$ cat config.mk
export PLATFORM = sky130hd
export DESIGN_NAME = twp_top
export DESIGN_NICKNAME = d
export VERILOG_FILES = /design/src/pkg/twp_pkg.sv /design/src/hdl/twp_top.sv
export VERILOG_INCLUDE_DIRS = /design/src /design/src/pkg
export SDC_FILE = /design/constraint.sdc
export NUM_CORES = 1
export LEC_CHECK = 0
export BUFFER_PORTS_ARGS = -buffer_cell sky130_fd_sc_hd__buf_2
export CORE_ASPECT_RATIO = 1.25
export CORE_UTILIZATION = 50
export CTS_BUF_LIST = sky130_fd_sc_hd__clkbuf_8
export DETAILED_ROUTE_END_ITERATION = 8
export PLACE_DENSITY = 0.79
export SYNTH_ARGS = -nofsm -noshare
export SYNTH_HDL_FRONTEND = slang
export SYNTH_SLANG_ARGS = --single-unit
$ cat constraint.sdc
create_clock -name MCLK -period 5.8 [get_ports MCLK]
set_input_delay 0.29 -clock MCLK [delete_from_list [all_inputs] [get_ports MCLK]]
set_output_delay 0.29 -clock MCLK [all_outputs]
set_load 0.01 [all_outputs]
$ cat src/pkg/twp_defs.svh
/*
  Constants of the timer, watchdog and prescaler block: register indices,
  field positions, reset values and status bit positions.
  Assumes it is included by bare name and holds definitions only.
*/
`ifndef TWP_DEFS_SVH
`define TWP_DEFS_SVH

// ----------------------------------------------------------------
// Register indices (byte address is four times the index)
// ----------------------------------------------------------------
`define TWP_IDX_TICK_COUNT   6'h01
`define TWP_IDX_TICK_CTRL    6'h07
`define TWP_IDX_WDT_CTRL     6'h08
`define TWP_IDX_PAIR_CTRL    6'h09
`define TWP_IDX_PWT_CTRL     6'h0A
`define TWP_IDX_PRESET_BASE  6'h0B
`define TWP_IDX_PRESET_LAST  6'h0E
`define TWP_IDX_STATUS       6'h10

// ----------------------------------------------------------------
// Field positions
// ----------------------------------------------------------------
`define TWP_NIB_SRC          3
`define TWP_TICK_SRC_BIT     5
`define TWP_TICK_EDGE_BIT    4
`define TWP_TICK_PSEN_BIT    3
`define TWP_WDT_EN_BIT       3
`define TWP_STS_TICK_OVF     4
`define TWP_STS_WDT_TMO      5

// ----------------------------------------------------------------
// Reset values and masks
// ----------------------------------------------------------------
`define TWP_TICK_CTRL_RST    8'hBF
`define TWP_TICK_CTRL_MASK   8'hBF
`define TWP_WDT_CTRL_RST     8'h00
`define TWP_WDT_CTRL_MASK    8'h0F
`define TWP_CTRL_RST         8'h00
`define TWP_AXI_OKAY         2'h0
`define TWP_AXI_SLVERR       2'h2

`endif

$ cat src/pkg/twp_pkg.sv
/*
  Types of the timer, watchdog and prescaler block.
  Assumes twp_defs.svh is on the include path.
*/
`include "twp_defs.svh"

package twp_pkg;

  // Operating mode reported by the core
  typedef enum logic [1:0] {
    TWP_NORMAL,
    TWP_GREEN,
    TWP_IDLE,
    TWP_SLEEP
  } twp_mode_type;

  // Whole state of the block
  typedef struct packed {
    logic [2:0]      sync1;     // sub, main, pin: first stage
    logic [2:0]      sync2;
    logic [2:0]      sync3;     // Edge history
    logic [7:0]      pair_ctrl;
    logic [7:0]      pwt_ctrl;
    logic [7:0]      tick_ctrl;
    logic [7:0]      wdt_ctrl;
    logic [3:0][7:0] preset;
    logic [3:0][7:0] dcount;
    logic [3:0][7:0] dpre;
    logic [7:0]      tick_cnt;
    logic [7:0]      tick_pre;
    logic            wdt_half;
    logic [7:0]      wdt_pre;
    logic [7:0]      wdt_cnt;
    logic [5:0]      flags;
    logic [3:0]      evt_out;
    logic            ovf_out;
    logic            rst_out;
    logic            aw_have;
    logic [5:0]      aw_idx;
    logic            w_have;
    logic [7:0]      w_data;
    logic            w_lane;
    logic            awready;
    logic            wready;
    logic            bvalid;
    logic [1:0]      bresp;
    logic            arready;
    logic            rvalid;
    logic [31:0]     rdata;
    logic [1:0]      rresp;
  } twp_state_type;

endpackage

$ cat src/hdl/twp_top.sv
/*
  Timer block: two preset down-counters, high and low pulse width timers,
  the 8-bit tick counter and the watchdog, each behind its own prescaler,
  with an AXI4-Lite register slave.
  Assumes MCLK at 100 MHz, the oscillators and the tick pin arrive
  asynchronously and well below MCLK/4, and the instruction, clear and
  sleep strobes are one-cycle pulses on MCLK.
*/
`timescale 1ns/10ps
`default_nettype none
`include "twp_defs.svh"

module twp_top
  import twp_pkg::*;
(
  // Clock, reset, enable
  input  wire logic        MCLK,
  input  wire logic        RESET_N,
  input  wire logic        CLK_EN,
  // Oscillators and counter pin
  input  wire logic        SUB_OSC,
  input  wire logic        MAIN_OSC,
  input  wire logic        TICK_PIN,
  // Core strobes and mode
  input  wire logic        INSTR_TICK,
  input  wire logic        WDT_CLEAR_INSTR,
  input  wire logic        SLEEP_INSTR,
  input  wire logic [1:0]  OP_MODE,
  // Timer events
  output var  logic [3:0]  COUNTER_EVENT,
  output var  logic        TICK_OVERFLOW,
  output var  logic        WDT_RESET,
  // AXI4-Lite write
  input  wire logic        AWVALID,
  output var  logic        AWREADY,
  input  wire logic [7:0]  AWADDR,
  input  wire logic        WVALID,
  output var  logic        WREADY,
  input  wire logic [31:0] WDATA,
  input  wire logic [3:0]  WSTRB,
  output var  logic        BVALID,
  input  wire logic        BREADY,
  output var  logic [1:0]  BRESP,
  // AXI4-Lite read
  input  wire logic        ARVALID,
  output var  logic        ARREADY,
  input  wire logic [7:0]  ARADDR,
  output var  logic        RVALID,
  input  wire logic        RREADY,
  output var  logic [31:0] RDATA,
  output var  logic [1:0]  RRESP
);

  // ----------------------------------------------------------------
  // Helpers
  // ----------------------------------------------------------------

  // Last prescaler count for divide by 2 ** (code + 1)
  function automatic logic [7:0] div_last(input logic [2:0] code);
    div_last = 8'((9'h002 << code) - 9'h001);
  endfunction

  // Last prescaler count for divide by 2 ** code
  function automatic logic [7:0] wdt_last(input logic [2:0] code);
    wdt_last = 8'((9'h001 << code) - 9'h001);
  endfunction

  function automatic logic mapped(input logic [5:0] idx);
    mapped = (idx == `TWP_IDX_TICK_COUNT) || (idx == `TWP_IDX_TICK_CTRL) ||
             (idx == `TWP_IDX_WDT_CTRL) || (idx == `TWP_IDX_PAIR_CTRL) ||
             (idx == `TWP_IDX_PWT_CTRL) || (idx == `TWP_IDX_STATUS) ||
             ((idx >= `TWP_IDX_PRESET_BASE) &&
              (idx <= `TWP_IDX_PRESET_LAST));
  endfunction

  // ----------------------------------------------------------------
  // State
  // ----------------------------------------------------------------
  twp_state_type r_reg;
  twp_state_type r_next;

  logic       sub_tick;
  logic       main_tick;
  logic       pin_edge;
  logic       tick_src;
  logic       tick_inc;
  logic       tick_wr;
  logic       wdt_tmo;
  logic       do_wr;
  logic [3:0] dtick;
  logic [3:0] dwrap;
  logic [5:0] flag_set;
  logic [5:0] flag_clr;
  logic [3:0] nib;
  logic [5:0] ridx;

  // ----------------------------------------------------------------
  // Next state
  // ----------------------------------------------------------------

  // One process; CLK_EN low holds every bit
  always_comb begin
    r_next   = r_reg;
    nib      = 4'h0;
    ridx     = ARADDR[7:2];
    dtick    = 4'h0;
    dwrap    = 4'h0;
    flag_set = 6'h00;
    flag_clr = 6'h00;
    do_wr    = 1'b0;
    tick_wr  = 1'b0;
    tick_src = 1'b0;
    tick_inc = 1'b0;
    wdt_tmo  = 1'b0;
    // Edges from the second and third sync stages only; sub and main rising, pin rising or falling by the edge bit
    sub_tick  = r_reg.sync2[0] & ~r_reg.sync3[0];
    main_tick = r_reg.sync2[1] & ~r_reg.sync3[1];
    pin_edge  = r_reg.tick_ctrl[`TWP_TICK_EDGE_BIT] ?
                (~r_reg.sync2[2] & r_reg.sync3[2]) :
                (r_reg.sync2[2] & ~r_reg.sync3[2]);
    if (CLK_EN) begin
      r_next.sync1   = {TICK_PIN, MAIN_OSC, SUB_OSC};
      r_next.sync2   = r_reg.sync1;
      r_next.sync3   = r_reg.sync2;
      r_next.evt_out = 4'h0;
      r_next.ovf_out = 1'b0;
      r_next.rst_out = 1'b0;

      // Preset down-counters: 0 first, 1 second, 2 high, 3 low
      for (int i = 0; i < 4; i++) begin
        if (i < 2) begin
          nib = r_reg.pair_ctrl[i*4 +: 4];
        end else begin
          nib = r_reg.pwt_ctrl[(i-2)*4 +: 4];
        end
        // Bit 3 of the nibble picks main over sub
        if (nib[`TWP_NIB_SRC] ? main_tick : sub_tick) begin
          // >= keeps a shrunk ratio from running to 255 first
          if (r_reg.dpre[i] >= div_last(nib[2:0])) begin
            r_next.dpre[i] = 8'h00;
            dtick[i] = 1'b1;
          end else begin
            r_next.dpre[i] = r_reg.dpre[i] + 8'h01;
          end
        end
        dwrap[i] = dtick[i] && (r_reg.dcount[i] == 8'h00);
        if (dtick[i]) begin
          r_next.dcount[i] = dwrap[i] ? r_reg.preset[i] :
                             r_reg.dcount[i] - 8'h01;
        end
      end
      r_next.evt_out = dwrap;
      flag_set[3:0]  = dwrap;

      // Tick counter and its own prescaler
      tick_src = r_reg.tick_ctrl[`TWP_TICK_SRC_BIT] ? pin_edge :
                 INSTR_TICK;
      if (tick_src) begin
        if (!r_reg.tick_ctrl[`TWP_TICK_PSEN_BIT]) begin
          tick_inc = 1'b1;
        end else if (r_reg.tick_pre >= div_last(r_reg.tick_ctrl[2:0])) begin
          r_next.tick_pre = 8'h00;
          tick_inc = 1'b1;
        end else begin
          r_next.tick_pre = r_reg.tick_pre + 8'h01;
        end
      end
      if (tick_inc) begin
        r_next.tick_cnt = r_reg.tick_cnt + 8'h01;
        if (r_reg.tick_cnt == 8'hFF) begin
          r_next.ovf_out = 1'b1;
          flag_set[`TWP_STS_TICK_OVF] = 1'b1;
        end
      end

      // Watchdog: free running on half the sub-oscillator rate
      if (sub_tick) begin
        r_next.wdt_half = ~r_reg.wdt_half;
        if (r_reg.wdt_half) begin
          if (r_reg.wdt_pre >= wdt_last(r_reg.wdt_ctrl[2:0])) begin
            r_next.wdt_pre = 8'h00;
            r_next.wdt_cnt = r_reg.wdt_cnt + 8'h01;
            wdt_tmo = (r_reg.wdt_cnt == 8'hFF);
          end else begin
            r_next.wdt_pre = r_reg.wdt_pre + 8'h01;
          end
        end
      end
      // Reset only while enabled and not asleep
      if (wdt_tmo && r_reg.wdt_ctrl[`TWP_WDT_EN_BIT] &&
          (twp_mode_type'(OP_MODE) != TWP_SLEEP)) begin
        r_next.rst_out = 1'b1;
        flag_set[`TWP_STS_WDT_TMO] = 1'b1;
      end
      if (WDT_CLEAR_INSTR || SLEEP_INSTR) begin
        r_next.wdt_half = 1'b0;
        r_next.wdt_pre  = 8'h00;
        r_next.wdt_cnt  = 8'h00;
      end

      // AXI write: address and data taken in either order
      if (AWVALID && r_reg.awready) begin
        r_next.aw_have = 1'b1;
        r_next.aw_idx  = AWADDR[7:2];
      end
      if (WVALID && r_reg.wready) begin
        r_next.w_have = 1'b1;
        r_next.w_data = WDATA[7:0];
        r_next.w_lane = WSTRB[0];
      end
      if (r_reg.bvalid && BREADY) begin
        r_next.bvalid = 1'b0;
      end
      do_wr = r_next.aw_have && r_next.w_have && !r_reg.bvalid;
      if (do_wr) begin
        r_next.aw_have = 1'b0;
        r_next.w_have  = 1'b0;
        r_next.bvalid  = 1'b1;
        r_next.bresp   = mapped(r_next.aw_idx) ? `TWP_AXI_OKAY :
                         `TWP_AXI_SLVERR;
        if (r_next.w_lane) begin
          unique case (r_next.aw_idx)
            `TWP_IDX_TICK_COUNT: begin
              tick_wr = 1'b1;
              r_next.tick_cnt = r_next.w_data;
              r_next.tick_pre = 8'h00;
            end
            `TWP_IDX_TICK_CTRL: begin
              r_next.tick_ctrl = r_next.w_data & `TWP_TICK_CTRL_MASK;
            end
            `TWP_IDX_WDT_CTRL: begin
              r_next.wdt_ctrl = r_next.w_data & `TWP_WDT_CTRL_MASK;
            end
            `TWP_IDX_PAIR_CTRL: begin
              r_next.pair_ctrl = r_next.w_data;
            end
            `TWP_IDX_PWT_CTRL: begin
              r_next.pwt_ctrl = r_next.w_data;
            end
            `TWP_IDX_STATUS: begin
              flag_clr = r_next.w_data[5:0];
            end
            default: begin
              // A preset write also restarts that counter
              for (int i = 0; i < 4; i++) begin
                if (r_next.aw_idx == 6'(`TWP_IDX_PRESET_BASE + i)) begin
                  r_next.preset[i] = r_next.w_data;
                  r_next.dcount[i] = r_next.w_data;
                  r_next.dpre[i]   = 8'h00;
                end
              end
            end
          endcase
        end
      end
      r_next.awready = !r_next.aw_have && !r_next.bvalid;
      r_next.wready  = !r_next.w_have && !r_next.bvalid;

      // Sticky events: a set in the clearing cycle survives
      r_next.flags = (r_reg.flags & ~flag_clr) | flag_set;

      // AXI read: one outstanding, data in low byte
      if (r_reg.rvalid && RREADY) begin
        r_next.rvalid  = 1'b0;
        r_next.arready = 1'b1;
      end
      if (ARVALID && r_reg.arready) begin
        r_next.rvalid  = 1'b1;
        r_next.arready = 1'b0;
        r_next.rresp   = mapped(ridx) ? `TWP_AXI_OKAY : `TWP_AXI_SLVERR;
        r_next.rdata   = 32'h0000_0000;
        unique case (ridx)
          `TWP_IDX_TICK_COUNT: r_next.rdata[7:0] = r_reg.tick_cnt;
          `TWP_IDX_TICK_CTRL:  r_next.rdata[7:0] = r_reg.tick_ctrl;
          `TWP_IDX_WDT_CTRL:   r_next.rdata[7:0] = r_reg.wdt_ctrl;
          `TWP_IDX_PAIR_CTRL:  r_next.rdata[7:0] = r_reg.pair_ctrl;
          `TWP_IDX_PWT_CTRL:   r_next.rdata[7:0] = r_reg.pwt_ctrl;
          `TWP_IDX_STATUS:     r_next.rdata[5:0] = r_reg.flags;
          default: begin
            for (int i = 0; i < 4; i++) begin
              if (ridx == 6'(`TWP_IDX_PRESET_BASE + i)) begin
                r_next.rdata[7:0] = r_reg.preset[i];
              end
            end
          end
        endcase
      end
    end
  end

  // ----------------------------------------------------------------
  // Registers
  // ----------------------------------------------------------------

  // Constants only under reset; watchdog starts disabled
  always_ff @(posedge MCLK or negedge RESET_N) begin
    if (!RESET_N) begin
      r_reg           <= '0;
      r_reg.tick_ctrl <= `TWP_TICK_CTRL_RST;
      r_reg.wdt_ctrl  <= `TWP_WDT_CTRL_RST;
      r_reg.pair_ctrl <= `TWP_CTRL_RST;
      r_reg.pwt_ctrl  <= `TWP_CTRL_RST;
      r_reg.arready   <= 1'b1;
      r_reg.awready   <= 1'b1;
      r_reg.wready    <= 1'b1;
    end else begin
      r_reg <= r_next;
    end
  end

  // Outputs straight from flops
  assign COUNTER_EVENT = r_reg.evt_out;
  assign TICK_OVERFLOW = r_reg.ovf_out;
  assign WDT_RESET     = r_reg.rst_out;
  assign AWREADY       = r_reg.awready;
  assign WREADY        = r_reg.wready;
  assign BVALID        = r_reg.bvalid;
  assign BRESP         = r_reg.bresp;
  assign ARREADY       = r_reg.arready;
  assign RVALID        = r_reg.rvalid;
  assign RDATA         = r_reg.rdata;
  assign RRESP         = r_reg.rresp;
endmodule
`default_nettype wire

* Word level (Yosys, flattened, before mapping)
Cells that the tools add are included.
Cells by class: add/sub/neg operators 18, bitwise logic cells 13, $lt $le $gt $ge 10, reductions and logical operators 58, equality and inequality tests 24, multiplexer cells 97, shifts and indexed selects 6
Operator list (number):
- $mux W8 | 34
- $mux W80 | 2
- $eq A6 B4 Y1 const B | 14
- $sub A8 B1 Y8 const B | 10
- $add A8 B1 Y8 const B | 8
- $mux W64 | 1
- $ge A8 B8 Y1 | 6
- $shl A2 B3 Y8 const A | 5
- $mux W1 | 36
- $mux W36 | 1
- $pmux W6 S6 | 1
- $mux W17 | 2
- $logic_not A8 Y1 | 4
- $mux W16 | 2
- $mux W6 | 4
- $mux W10 | 2
- $reduce_and A4 Y1 | 5
- $reduce_and A5 Y1 | 4
- $logic_and A1 B1 Y1 | 17
- $eq A8 B8 Y1 const B | 2
- $mux W4 | 4
- $mux W7 | 2
- $logic_or A1 B1 Y1 | 13
- $eq A6 B1 Y1 const B | 2
- other kinds (21) | 45
Storage, ports and cells: word-level logic and storage cells 267, output and inout port bits 47, bits in registers 211

* Logic depth before layout (Yosys ltp)
Gate-level depths: netlist of run 1.
word-level depth 15, mapped depth 17

* Least setup slack after synthesis of run 1
Ideal clock, no wire load.
path kind register -> register, start point register r_reg[221] in the netlist's numbering, end point register r_reg[130] in the netlist's numbering, buffers on the path 2, path slack 2.583 ns, clock period less this slack 3.217 ns, arrival time 3.134 ns, cell stages (with the launch flop) 15, cells stage by stage dfrtp_1 -> clkbuf_1 -> or3_1 -> ha_1 -> clkbuf_1 -> nor3_1 -> a21oi_1 -> o21a_1 -> ha_1 -> a211oi_1 -> a211oi_2 -> a221oi_2 -> o211ai_1 -> or3_1 -> o21ai_0
On the way: word-level cells in the longest chain between the ends 10
RTL lines:
- from (decl) | RTL line twp_top.sv:79 | twp_state_type r_reg;
- from (signal assigned) | RTL line twp_top.sv:307 | r_reg <= r_next;
- $mux W4 (*) | RTL line twp_top.sv:121 | if (CLK_EN) begin
- $shl A2 B3 Y8 (*) | RTL line twp_top.sv:60 | div_last = 8'((9'h002 << code) - 9'h001);
- $sub A8 B1 Y8 (*) | RTL line twp_top.sv:60
- $ge A8 B8 Y1 (*) | RTL line twp_top.sv:139 | if (r_reg.dpre[i] >= div_last(nib[2:0])) begin
- $mux W8 (*) | RTL line twp_top.sv:139
- $mux W8 (*) | RTL line twp_top.sv:137 | if (nib[`TWP_NIB_SRC] ? main_tick : sub_tick) begin
- $mux W8 | RTL line twp_top.sv:246 | if (r_next.aw_idx == 6'(`TWP_IDX_PRESET_BASE + i)) begin
- $mux W64 | RTL line twp_top.sv:222 | unique case (r_next.aw_idx)
- $mux W80 | RTL line twp_top.sv:221 | if (r_next.w_lane) begin
- $mux W80 (*) | RTL line twp_top.sv:215 | if (do_wr) begin
Every way passes the cells marked *; elsewhere a longest branch is shown, timed or not. The select of a mux whose other input is x is not followed. A chain may end at the register's enable or synchronous reset.

* Worst setup path after layout of run 1
start point register r_reg[221] in the netlist's numbering, end point register r_reg[134] in the netlist's numbering
Same word-level chain as after synthesis.

==> out/results.ini, run 1 <==
[cts]
cts_tree=done
cts_sinks=209
htreeDepth=2
cts_buffers=36
ctsLongestPathBuffers=3
insertion_delay_ns=0.54
path_clk_slew_ns=0.06
cts-root-buf=clkbuf_8
cts_setup_buffers=0

[setup_path]
required_ns=6.24
cp_top_family=compound AO/OA/AOI/OAI gates
endpoint_kind=flop
crit_path_start_kind=flop
critPathBufInv=0
crit_chain=or3_1, ha_1, nor3_1, a21oi_1, o21a_1, ha_1, a211oi_1, a211oi_2, a221oi_2, o211ai_1, or3_1, o21ai_0
cp.arrival_ns=4.06
crit_cells=12
critPathKind=flop to flop
reg2reg_depth=12
crit_path_max_fanout=8
crit_path_top_delay_cell=dfrtp_1
slowest_delay_ns=0.50

[sta]
finalCriticalPeriod_ns=3.61
whs_ns=0.0188
fmax_mhz=277
min_period_over_period_pct=62.3
clock_skew_ns=0.0177
finalSetupViolCount=0
hold_violations=0
tns_ns=0
rsz0062_at_grt=no
drv_slew=0
max_slew_margin_pct=10.1
worstMarginPinSlew_ns=1.31

[synth]
syn_inst=1479
yosysMostFrequentCell=dfrtp_1
ys_types=104
yosysTopAreaCell=dfrtp_1
synth_warnings=0
yosys-top-cells-count=dfrtp_1, nand2_1, o21ai_0
synth-main-ff-cell=dfrtp_1
synthArstFlopShare_pct=100
synth_top_area_share_pct=37.8
postSynthAreaPerCell_um2=8.92
ys_seq_area_share_pct=39.7
synth_area_leaders=dfrtp_1, ha_1, nand2_1, o21ai_0, a21oi_1
yosys_register_bits=209
synth-edff-count=0
syn-cell-area_um2=13200

[final_layout]
multiInputGateArea_um2=7190
layout-drive-gt1-share_pct=12.9
final_util_pct=54.8
register_area_um2=5240
largest_register_ffs=188
diodes=0
num-nets-final=1632
n_fill_cell=2344
syn_to_final_growth_pct=7.78

[pwr]
finalPower_mw=5.43
p_sw_mw=2.17
power_density_nw_per_um2=382
p_int_mw=3.26
leakage_nw=6.28
p_clk_share_pct=24.3
pwr-share-comb_pct=35.6
pwr-share-seq_pct=40.2
switching_share_pct=40.0
peakVddDrop_v=0.000155

[drt]
drtIter0Drc=1204
drc_errors=1
via_count=11800
avgViaCountPerCell=6.30
ant_nets=0
drt_wl_total_um=36300
dr.pass1.iters=8
routedWlPerCell_um=19.4

[run_status]
failed_checks=DRC
status=complete, but fails checks

[grt]
grt_max_degree=87
grt_pass1_vias=11400
antenna_found_initial=0
grt_pass1_wl_um=58900
grt_overflow=0
grt_usage_pct=27.4

[floorplan]
die-area_um2=27000
start_util_pct=50.9
die_h_um=184
die_w_um=147
rows=66
core_um2=25900
ios=115

[run]
drv_cap=0

[min_path]
hp-class=input pin to flop
holdPathStages=2

[placed_design]
hpwl_um=25800
io_buffers=57
place.gp.congestion=0.974

-- power groups by stage --
stage	registers, mW	logic (mW)	clock network (mW)
3_5_place_dp	2.18	1.90	0
5_1_grt	2.22	2.16	1.39
3_3_place_gp	2.17	1.82	0
2_1_floorplan	2.04	1.46	0
6_report	2.18	1.93	1.32
4_1_cts	2.16	1.91	1.34
-- what timing repair did --
item | in CTS | in global routing
resized for setup | 0 | 0
hold buffers | 6 | 0
hold endpoints to repair | 88 | 0
-- worst paths after layout --
kind	startpoint	to	slack, ns
hold / removal	AWADDR[7]	r_reg[56]	0.02
setup / recovery	r_reg[221]	r_reg[134]	2.19
min in group asynchronous	RESET_N	r_reg[125]	0.36
max in group asynchronous	RESET_N	BVALID	4.15
setup reg to reg	r_reg[221]	r_reg[134]	2.19
hold reg to reg	RDATA[7]	RDATA[7]	0.48
-- metrics by stage --
| stage | cells | cell area (um^2) | worst slack [ns] |
|---|---|---|---|
| after floorplan | 1504 | 13300 | 2.58 |
| final | 1871 | 14200 | 2.19 |
| after detailed placement | 1802 | 13500 | 2.21 |
| after CTS | 1871 | 14200 | 2.20 |
| after global routing | 1871 | 14200 | 1.91 |
| after global placement | 1802 | 13500 | 2.32 |
-- worst reg2reg max path, delay by kind of cell (launching register included) --
family	cells	cell delay (ns)
AOI/OAI and AO/OA	7	1.45
and+or+nand+nor	3	1.03
adders and majority gates	2	0.55
DFF	1	0.50
-- layout by cell type (no fill, tap or decap), drive strengths merged, types with 17 or more instances in the layout --
| cell | Yosys | routed |
|---|---|---|
| o211ai | 21 | 21 |
| nor3 | 44 | 44 |
| nand4 | 26 | 26 |
| ha | 58 | 58 |
| inv | 59 | 73 |
| o21ai | 139 | 139 |
| dfrtp | 199 | 199 |
| buf | 67 | 68 |
| nand3 | 58 | 58 |
| mux2 | 27 | 27 |
| and3 | 17 | 17 |
| nand2 | 166 | 166 |
| a21o | 20 | 20 |
| conb | 2 | 27 |
| clkbuf | 43 | 45 |
| or3 | 25 | 25 |
| nor2 | 99 | 99 |
| a21oi | 92 | 92 |
-- cell families (layout without fill, tap and decap cells) --
logic type,Yosys count,count (layout),share of synthesized area [%]
adder cells (fa/ha/maj),58,58,5.50
multiplexers,44,44,3.72
buffers and inverters,169,196,6.42
XOR/XNOR,21,21,1.39
other,2,27,0.0569
flip-flops,209,209,39.7
AO/OA/AOI/OAI,447,447,22.4
AND/OR/NAND/NOR,529,529,20.8
-- metal layers --
metal,up-vias,GRT usage [%],routed length [um]
met5,-,0,0
met1,5686,32.7,14000
met4,0,18.5,2410
li1,5462,-,-
met2,486,45.2,17400
met3,153,4.74,2580
-- cell type report --
| type | instances | area share, % |
|---|---|---|
| clock buffer | 45 | 4.36 |
| clock inverter | 18 | 0.510 |
| inverter | 59 | 1.56 |
| multi-input combinational | 1126 | 50.6 |
| sequential | 209 | 36.9 |
| tap | 340 | 2.99 |
| timing repair buffer | 74 | 3.10 |
No activity file was read; power rests on OpenSTA's default activity.
==> inputs of run 2 (changes only) <==
--- a/config.mk
+++ b/config.mk
@@ -6,12 +6,13 @@
 export SDC_FILE = /design/constraint.sdc
 export NUM_CORES = 1
 export LEC_CHECK = 0
+export ABC_AREA = 1
 export BUFFER_PORTS_ARGS = -buffer_cell sky130_fd_sc_hd__buf_2
 export CORE_ASPECT_RATIO = 1.25
 export CORE_UTILIZATION = 50
 export CTS_BUF_LIST = sky130_fd_sc_hd__clkbuf_8
 export DETAILED_ROUTE_END_ITERATION = 8
-export PLACE_DENSITY = 0.79
+export PLACE_DENSITY = 0.81
 export SYNTH_ARGS = -nofsm -noshare
 export SYNTH_HDL_FRONTEND = slang
 export SYNTH_SLANG_ARGS = --single-unit
==> constraint.sdc (replaced) <==
create_clock -name MCLK -period 3.1 [get_ports MCLK]
set_input_delay 0.155 -clock MCLK [delete_from_list [all_inputs] [get_ports MCLK]]
set_output_delay 0.155 -clock MCLK [all_outputs]
set_load 0.01 [all_outputs]
==> out/results.ini, run 2 <==
[setup_path]
critPathKind=flop to flop
endpoint_kind=flop
crit_end=r_reg[138]
required_ns=3.52  ; -2.72 ns
reg2reg_depth=18  ; +6
crit_chain=nor2_2, inv_1, nor2_1, inv_1, ha_1, inv_1, o21ai_0, nand4_1, ha_1, a21o_1, nor2_1, nand2_1, nand2_4, clkinvlp_4, nand2_1, nand3_1, nand2_1, nand2_1
crit_path_max_fanout=6  ; -2
crit_cells=18  ; +6
slowest_delay_ns=0.46  ; -0.04 ns
r2r-start=r_reg[223]
cp.arrival_ns=3.26  ; -0.80 ns
cp_common_cell=nand2_1
crit_path_start_kind=flop
cp_top_family=simple AND/OR/NAND/NOR gates
critPathLaunch=r_reg[223]
crit_path_top_delay_cell=dfrtp_1
rr_endpoint=r_reg[138]
reg2reg_slack_ns=0.26  ; -1.93 ns
critPathBufInv=4  ; +4

[floorplan]
ios=115  ; unchanged
rows=67  ; +1.5%
start_util_pct=51.2  ; +0.33 points
core_um2=27000  ; +4.1%
die_h_um=188  ; +2.3%
die-area_um2=28300  ; +4.7%
die_w_um=151  ; +2.3%

[drt]
drtIter0Drc=1027  ; -15%
via_count=13300  ; +13%
avgViaCountPerCell=5.45  ; -13%
drc_errors=0  ; -1
routedWlPerCell_um=15.5  ; -20%
drt_wl_total_um=37800  ; +4.1%
ant_nets=0  ; unchanged
dr.pass1.iters=5  ; -3

[cts]
htreeDepth=2  ; unchanged
path_clk_slew_ns=0.06  ; about the same
cts_buffers=38  ; +5.6%
ctsLongestPathBuffers=3  ; unchanged
cts_setup_buffers=0  ; unchanged
cts_tree=done
cts-root-buf=clkbuf_8
insertion_delay_ns=0.55  ; about the same
cts_sinks=209  ; unchanged

[run]
drv_cap=0  ; unchanged

[synth]
syn_inst=1980  ; +34%
syn-cell-area_um2=13800  ; +4.8%
synth_top_area_share_pct=36.0  ; -1.7 points
yosys_register_bits=209  ; unchanged
synth-edff-count=0  ; unchanged
postSynthAreaPerCell_um2=6.98  ; -22%
synthArstFlopShare_pct=100  ; unchanged
yosys-top-cells-count=nand2_1, dfrtp_1, inv_1
synth-main-ff-cell=dfrtp_1
synth_area_leaders=dfrtp_1, nand2_1, nand3_1, ha_1, inv_1
ys_seq_area_share_pct=37.9  ; -1.8 points
synth_warnings=0  ; unchanged
yosysTopAreaCell=dfrtp_1
yosysMostFrequentCell=nand2_1
ys_types=46  ; -56%

[final_layout]
num-nets-final=2186  ; +34%
syn_to_final_growth_pct=10.9
n_fill_cell=2499  ; +6.6%
largest_register_ffs=188  ; unchanged
diodes=0  ; unchanged
final_cells=2434  ; +30%
layout-drive-gt1-share_pct=10.8  ; -2.2 points
final_common_cell=nand2_1
final_cell_mix=nand2_1, dfrtp_1, inv_1

[sta]
drv_slew=0  ; unchanged
finalSetupViolCount=0  ; unchanged
max_slew_margin_pct=52.0  ; +42 points
fmax_mhz=352  ; +27%
worstMarginPinSlew_ns=0.720  ; -0.591 ns
clock_skew_ns=0.0236  ; +0.00590 ns
min_period_over_period_pct=91.7  ; +29 points
whs_ns=0.0216  ; +0.00274 ns
hold_violations=0  ; unchanged
tns_ns=0  ; unchanged
finalCriticalPeriod_ns=2.84  ; -0.772 ns

[placed_design]
hpwl_um=27600  ; +6.8%
place.gp.congestion=0.951  ; -2.4%
numPlacedInstances=2352  ; +31%
io_buffers=57  ; unchanged

[pwr]
leakage_nw=7.98  ; +27%
power_density_nw_per_um2=856  ; +120%
peakVddDrop_v=0.000532  ; +240%

[grt]
grt_pass1_vias=12800  ; +13%
grt_overflow=0  ; unchanged
grt_pass1_wl_um=62600  ; +6.2%
grt_usage_pct=27.8  ; +0.42 points
antenna_found_initial=0  ; unchanged
grt_max_degree=120  ; +38%

[min_path]
hp-class=input pin to flop

[run_status]
status=complete, no violations

[run 2: cell types whose count changed after synthesis, moves of 17 or more]
| cell | previous run | this run |
|---|---|---|
| o211ai_1 | 19 | 2 |
| and3_1 | 17 | 0 |
| nor2_1 | 97 | 157 |
| xor2_1 | 13 | 35 |
| mux2_2 | 25 | 0 |
| o21ai_1 | 16 | 58 |
| a21oi_1 | 88 | 31 |
| nor3_1 | 39 | 8 |
| inv_1 | 59 | 175 |
| o21ai_0 | 121 | 100 |
| nand3_1 | 56 | 152 |
| or3_1 | 24 | 0 |
| nand2_1 | 164 | 765 |
[run 2: cells by family (layout without fill, tap and decap cells)]
family / after synthesis / in the layout / synth area share (%)
compound gates: 233 / 233 / 9.37
fa+ha+maj: 58 / 58 / 5.25
flops: 209 / 209 / 37.9
other cells: 2 / 27 / 0.0543
simple gates: 1167 / 1167 / 36.1
buf+inv: 269 / 353 / 8.66
xor+xnor: 42 / 42 / 2.66
[run 2: area by class of cell]
type / count / area [um^2] / area share [%]
Clock inverter: 25 / 186 / 1.22
Timing Repair Buffer: 96 / 644 / 4.21
Inverter: 187 / 709 / 4.63
Tap cell: 345 / 432 / 2.82
Timing Repair inverter: 1 / 7.51 / 0.0490
Sequential cell: 209 / 5240 / 34.2
Multi-Input combinational cell: 1527 / 7490 / 48.9
Clock buffer: 44 / 606 / 3.95
[run 2: tightest hold or removal path: cells and delay by family]
| kind | cells | cell delay [ns] |
|---|---|---|
| buffers and inverters | 2 | 0.22 |
| AO/OA/AOI/OAI | 1 | 0.11 |
[run 2: power breakdown]
part / leakage [nW] / switching (mW) / internal, mW / total, mW
sequential: 2.72 / 0.800 / 3.49 / 4.29
combinational: 4.80 / 3.96 / 2.13 / 6.09
clock: 0.459 / 1.19 / 1.55 / 2.74
total: 7.98 / 5.96 / 7.16 / 13.1
[run 2: per-layer routing]
| layer | track usage (%) | share of wire [%] | vias up |
|---|---|---|---|
| li1 | - | - | 6449 |
| met5 | 0 | 0 | - |
| met3 | 4.48 | 6.1 | 120 |
| met2 | 46.3 | 48 | 438 |
| met4 | 14.8 | 5.3 | 0 |
| met1 | 34.2 | 41 | 6263 |
[run 2: repair_timing]
item / CTS / global route
hold buffers: 12 / 0
gates resized for setup: 0 / 10
hold endpoints to repair: 99 / 0
setup endpoints to repair: 0 / 27
[run 2: worst min-delay path by stage]
stage | startpoint | end | slack [ns] | cells after the start
2_1_floorplan | RESET_N | BRESP[1] | -0.14 | 0
3_3_place_gp | RESET_N | BVALID | 0.1 | 1
3_5_place_dp | RESET_N | r_reg[56] | 0.10 | 1
4_1_cts | AWADDR[3] | r_reg[52] | 0.008 | 3
5_1_grt | CLK_EN | r_reg[87] | 0.06 | 2
6_report | AWADDR[3] | r_reg[52] | 0.02 | 3
[run 2: metrics by stage]
stage          power, mW  instance area (um^2)  util, %  setup slack, ns
2_1_floorplan       8.59                 13900        -            0.437
3_3_place_gp        9.94                 14400     53.3            0.276
3_5_place_dp        10.2                 14400     53.3            0.220
4_1_cts             13.0                 15300     56.6            0.159
5_1_grt             14.3                 15300     56.8          -0.0100
6_report            13.1                 15300     56.8            0.258
==> inputs of run 3 (changes only) <==
--- a/config.mk
+++ b/config.mk
@@ -12,7 +12,7 @@
 export CORE_UTILIZATION = 50
 export CTS_BUF_LIST = sky130_fd_sc_hd__clkbuf_8
 export DETAILED_ROUTE_END_ITERATION = 8
-export PLACE_DENSITY = 0.81
+export PLACE_DENSITY_LB_ADDON = 0.08
 export SYNTH_ARGS = -nofsm -noshare
 export SYNTH_HDL_FRONTEND = slang
 export SYNTH_SLANG_ARGS = --single-unit
==> out/results.ini, run 3 (synthesis results as in run 2) <==
[drt]
via_count=12900  ; -3.0%
dr.pass1.iters=7  ; +2
routedWlPerCell_um=16.2  ; +4.3%
ant_nets=0  ; unchanged
avgViaCountPerCell=5.29  ; -2.9%
drt_wl_total_um=39400  ; +4.2%
drc_errors=0  ; unchanged
drtIter0Drc=806  ; -22%

[setup_path]
reg2reg_depth=15  ; -3
endpoint_kind=flop
reg2reg_slack_ns=0.26  ; about the same
crit_path_max_fanout=9  ; +3
required_ns=3.55  ; +0.03 ns
critPathKind=flop to flop
cp.arrival_ns=3.29  ; +0.03 ns
crit_path_start_kind=flop

[placed_design]
hpwl_um=28800  ; +4.4%
dpl_cell_area_um2=14400  ; +0.11%
numPlacedInstances=2354  ; +0.085%
io_buffers=57  ; unchanged
place.gp.congestion=0.978  ; +2.8%

[grt]
grtUsageMet1_pct=37.3  ; +3.1 points
busiest_layer=met2
grt_pass1_vias=12200  ; -5.0%
antenna_found_initial=0  ; unchanged
grt_pass1_wl_um=63500  ; +1.4%
grt_overflow=0  ; unchanged
met3_usage_pct=4.79  ; +0.32 points
gr-usage-met2_pct=47.8  ; +1.5 points
grt_usage_pct=28.8  ; +0.97 points
grt_max_degree=80  ; -33%

[pwr]
finalPower_mw=13.0  ; -0.81%
leakage_nw=7.96  ; -0.28%
power_density_nw_per_um2=851  ; -0.58%
peakVddDrop_v=0.000589  ; +11%

[cts]
path_clk_slew_ns=0.06  ; about the same
cts_sinks=209  ; unchanged
cts-root-buf=clkbuf_8
ctsLongestPathBuffers=3  ; unchanged
cts_buffers=39  ; +2.6%
cts_tree=done
insertion_delay_ns=0.55  ; about the same
htreeDepth=2  ; unchanged

[min_path]
holdPathStages=4  ; +1
hp-class=input pin to flop

[floorplan]
die-area_um2=28300  ; unchanged
rows=67  ; unchanged
die_h_um=188  ; unchanged
ios=115  ; unchanged
die_w_um=151  ; unchanged
start_util_pct=51.2  ; unchanged
core_um2=27000  ; unchanged

[final_layout]
final_cell_mix=nand2_1, dfrtp_1, inv_1
n_fill_cell=2708  ; +8.4%
largest_register_ffs=188  ; unchanged
final_cells=2431  ; -0.12%
num-nets-final=2187  ; +0.046%
layout-drive-gt1-share_pct=10.6  ; -0.18 points
final_common_cell=nand2_1
diodes=0  ; unchanged
design_area_um2=15300  ; -0.23%
syn_to_final_growth_pct=10.6

[sta]
hold_violations=0  ; unchanged
tns_ns=0  ; unchanged
drv_slew=0  ; unchanged
worstMarginPinSlew_ns=0.838  ; +0.118 ns
min_period_over_period_pct=91.5  ; -0.12 points
finalSetupViolCount=0  ; unchanged
rsz0062_at_grt=no
fmax_mhz=352  ; +0.13%
clock_skew_ns=0.0366  ; +0.0129 ns
finalCriticalPeriod_ns=2.84  ; -0.00367 ns
max_slew_margin_pct=43.9  ; -8.1 points

[run]
drv_cap=0  ; unchanged

[run_status]
status=complete, no violations

## run 3: metrics by stage
stage,hold slack [ns],util (%),setup slack (ns)
after floorplan,-0.141,-,0.437
after global placement,0.194,53.3,0.188
after detailed placement,0.193,53.3,0.187
after CTS,0.00269,56.6,0.191
after global routing,0.0231,56.6,0.00385
final,0.0175,56.6,0.262
## run 3: final timing paths
check / endpoint / start
min in group asynchronous: r_reg[72] / RESET_N
worst min-delay path: WDT_RESET / OP_MODE[1]
worst max-delay path: r_reg[133] / r_reg[220]
worst min register to register: WDT_RESET / WDT_RESET
worst max register to register: r_reg[133] / r_reg[220]
max in group asynchronous: r_reg[143] / RESET_N
## run 3: what timing repair did
action / CTS / global route
buffers inserted: 0 / 0
resized for setup: 0 / 5
setup endpoints to repair: 0 / 21
hold endpoints to repair: 88 / 0
hold buffers: 11 / 0
## run 3: critical path: stages (launching register included)
cell and delay (ns):
dfrtp_1 0.42, nor2_1 0.13, inv_1 0.06, nor2_1 0.13
inv_1 0.06, ha_1 0.19, nor4_1 0.25, a21oi_1 0.07
ha_1 0.30, a21o_1 0.18, nor2_1 0.09, nand2_1 0.10
nand2_2 0.12, buf_4 0.23, nand3_2 0.20, o21ai_1 0.20
## run 3: cell type report
class	count	area, um^2	area share, %
clock buffer	49	674	4.41
clock inverter	17	100	0.655
inverter	187	709	4.64
multi-input combinational	1527	7480	48.9
sequential	209	5240	34.3
tap	345	432	2.82
timing repair buffer	97	651	4.26
## run 3: power by group
part / leakage [nW] / internal [mW] / switching (mW)
clock network: 0.444 / 1.50 / 1.21
logic: 4.79 / 2.10 / 3.91
registers: 2.73 / 3.49 / 0.808
## run 3: metal layers
metal | vias up | wire, um
li1 | 6454 | -
met2 | 369 | 18500
met4 | 0 | 1380
met1 | 5964 | 17000
met5 | - | 0
met3 | 81 | 2530
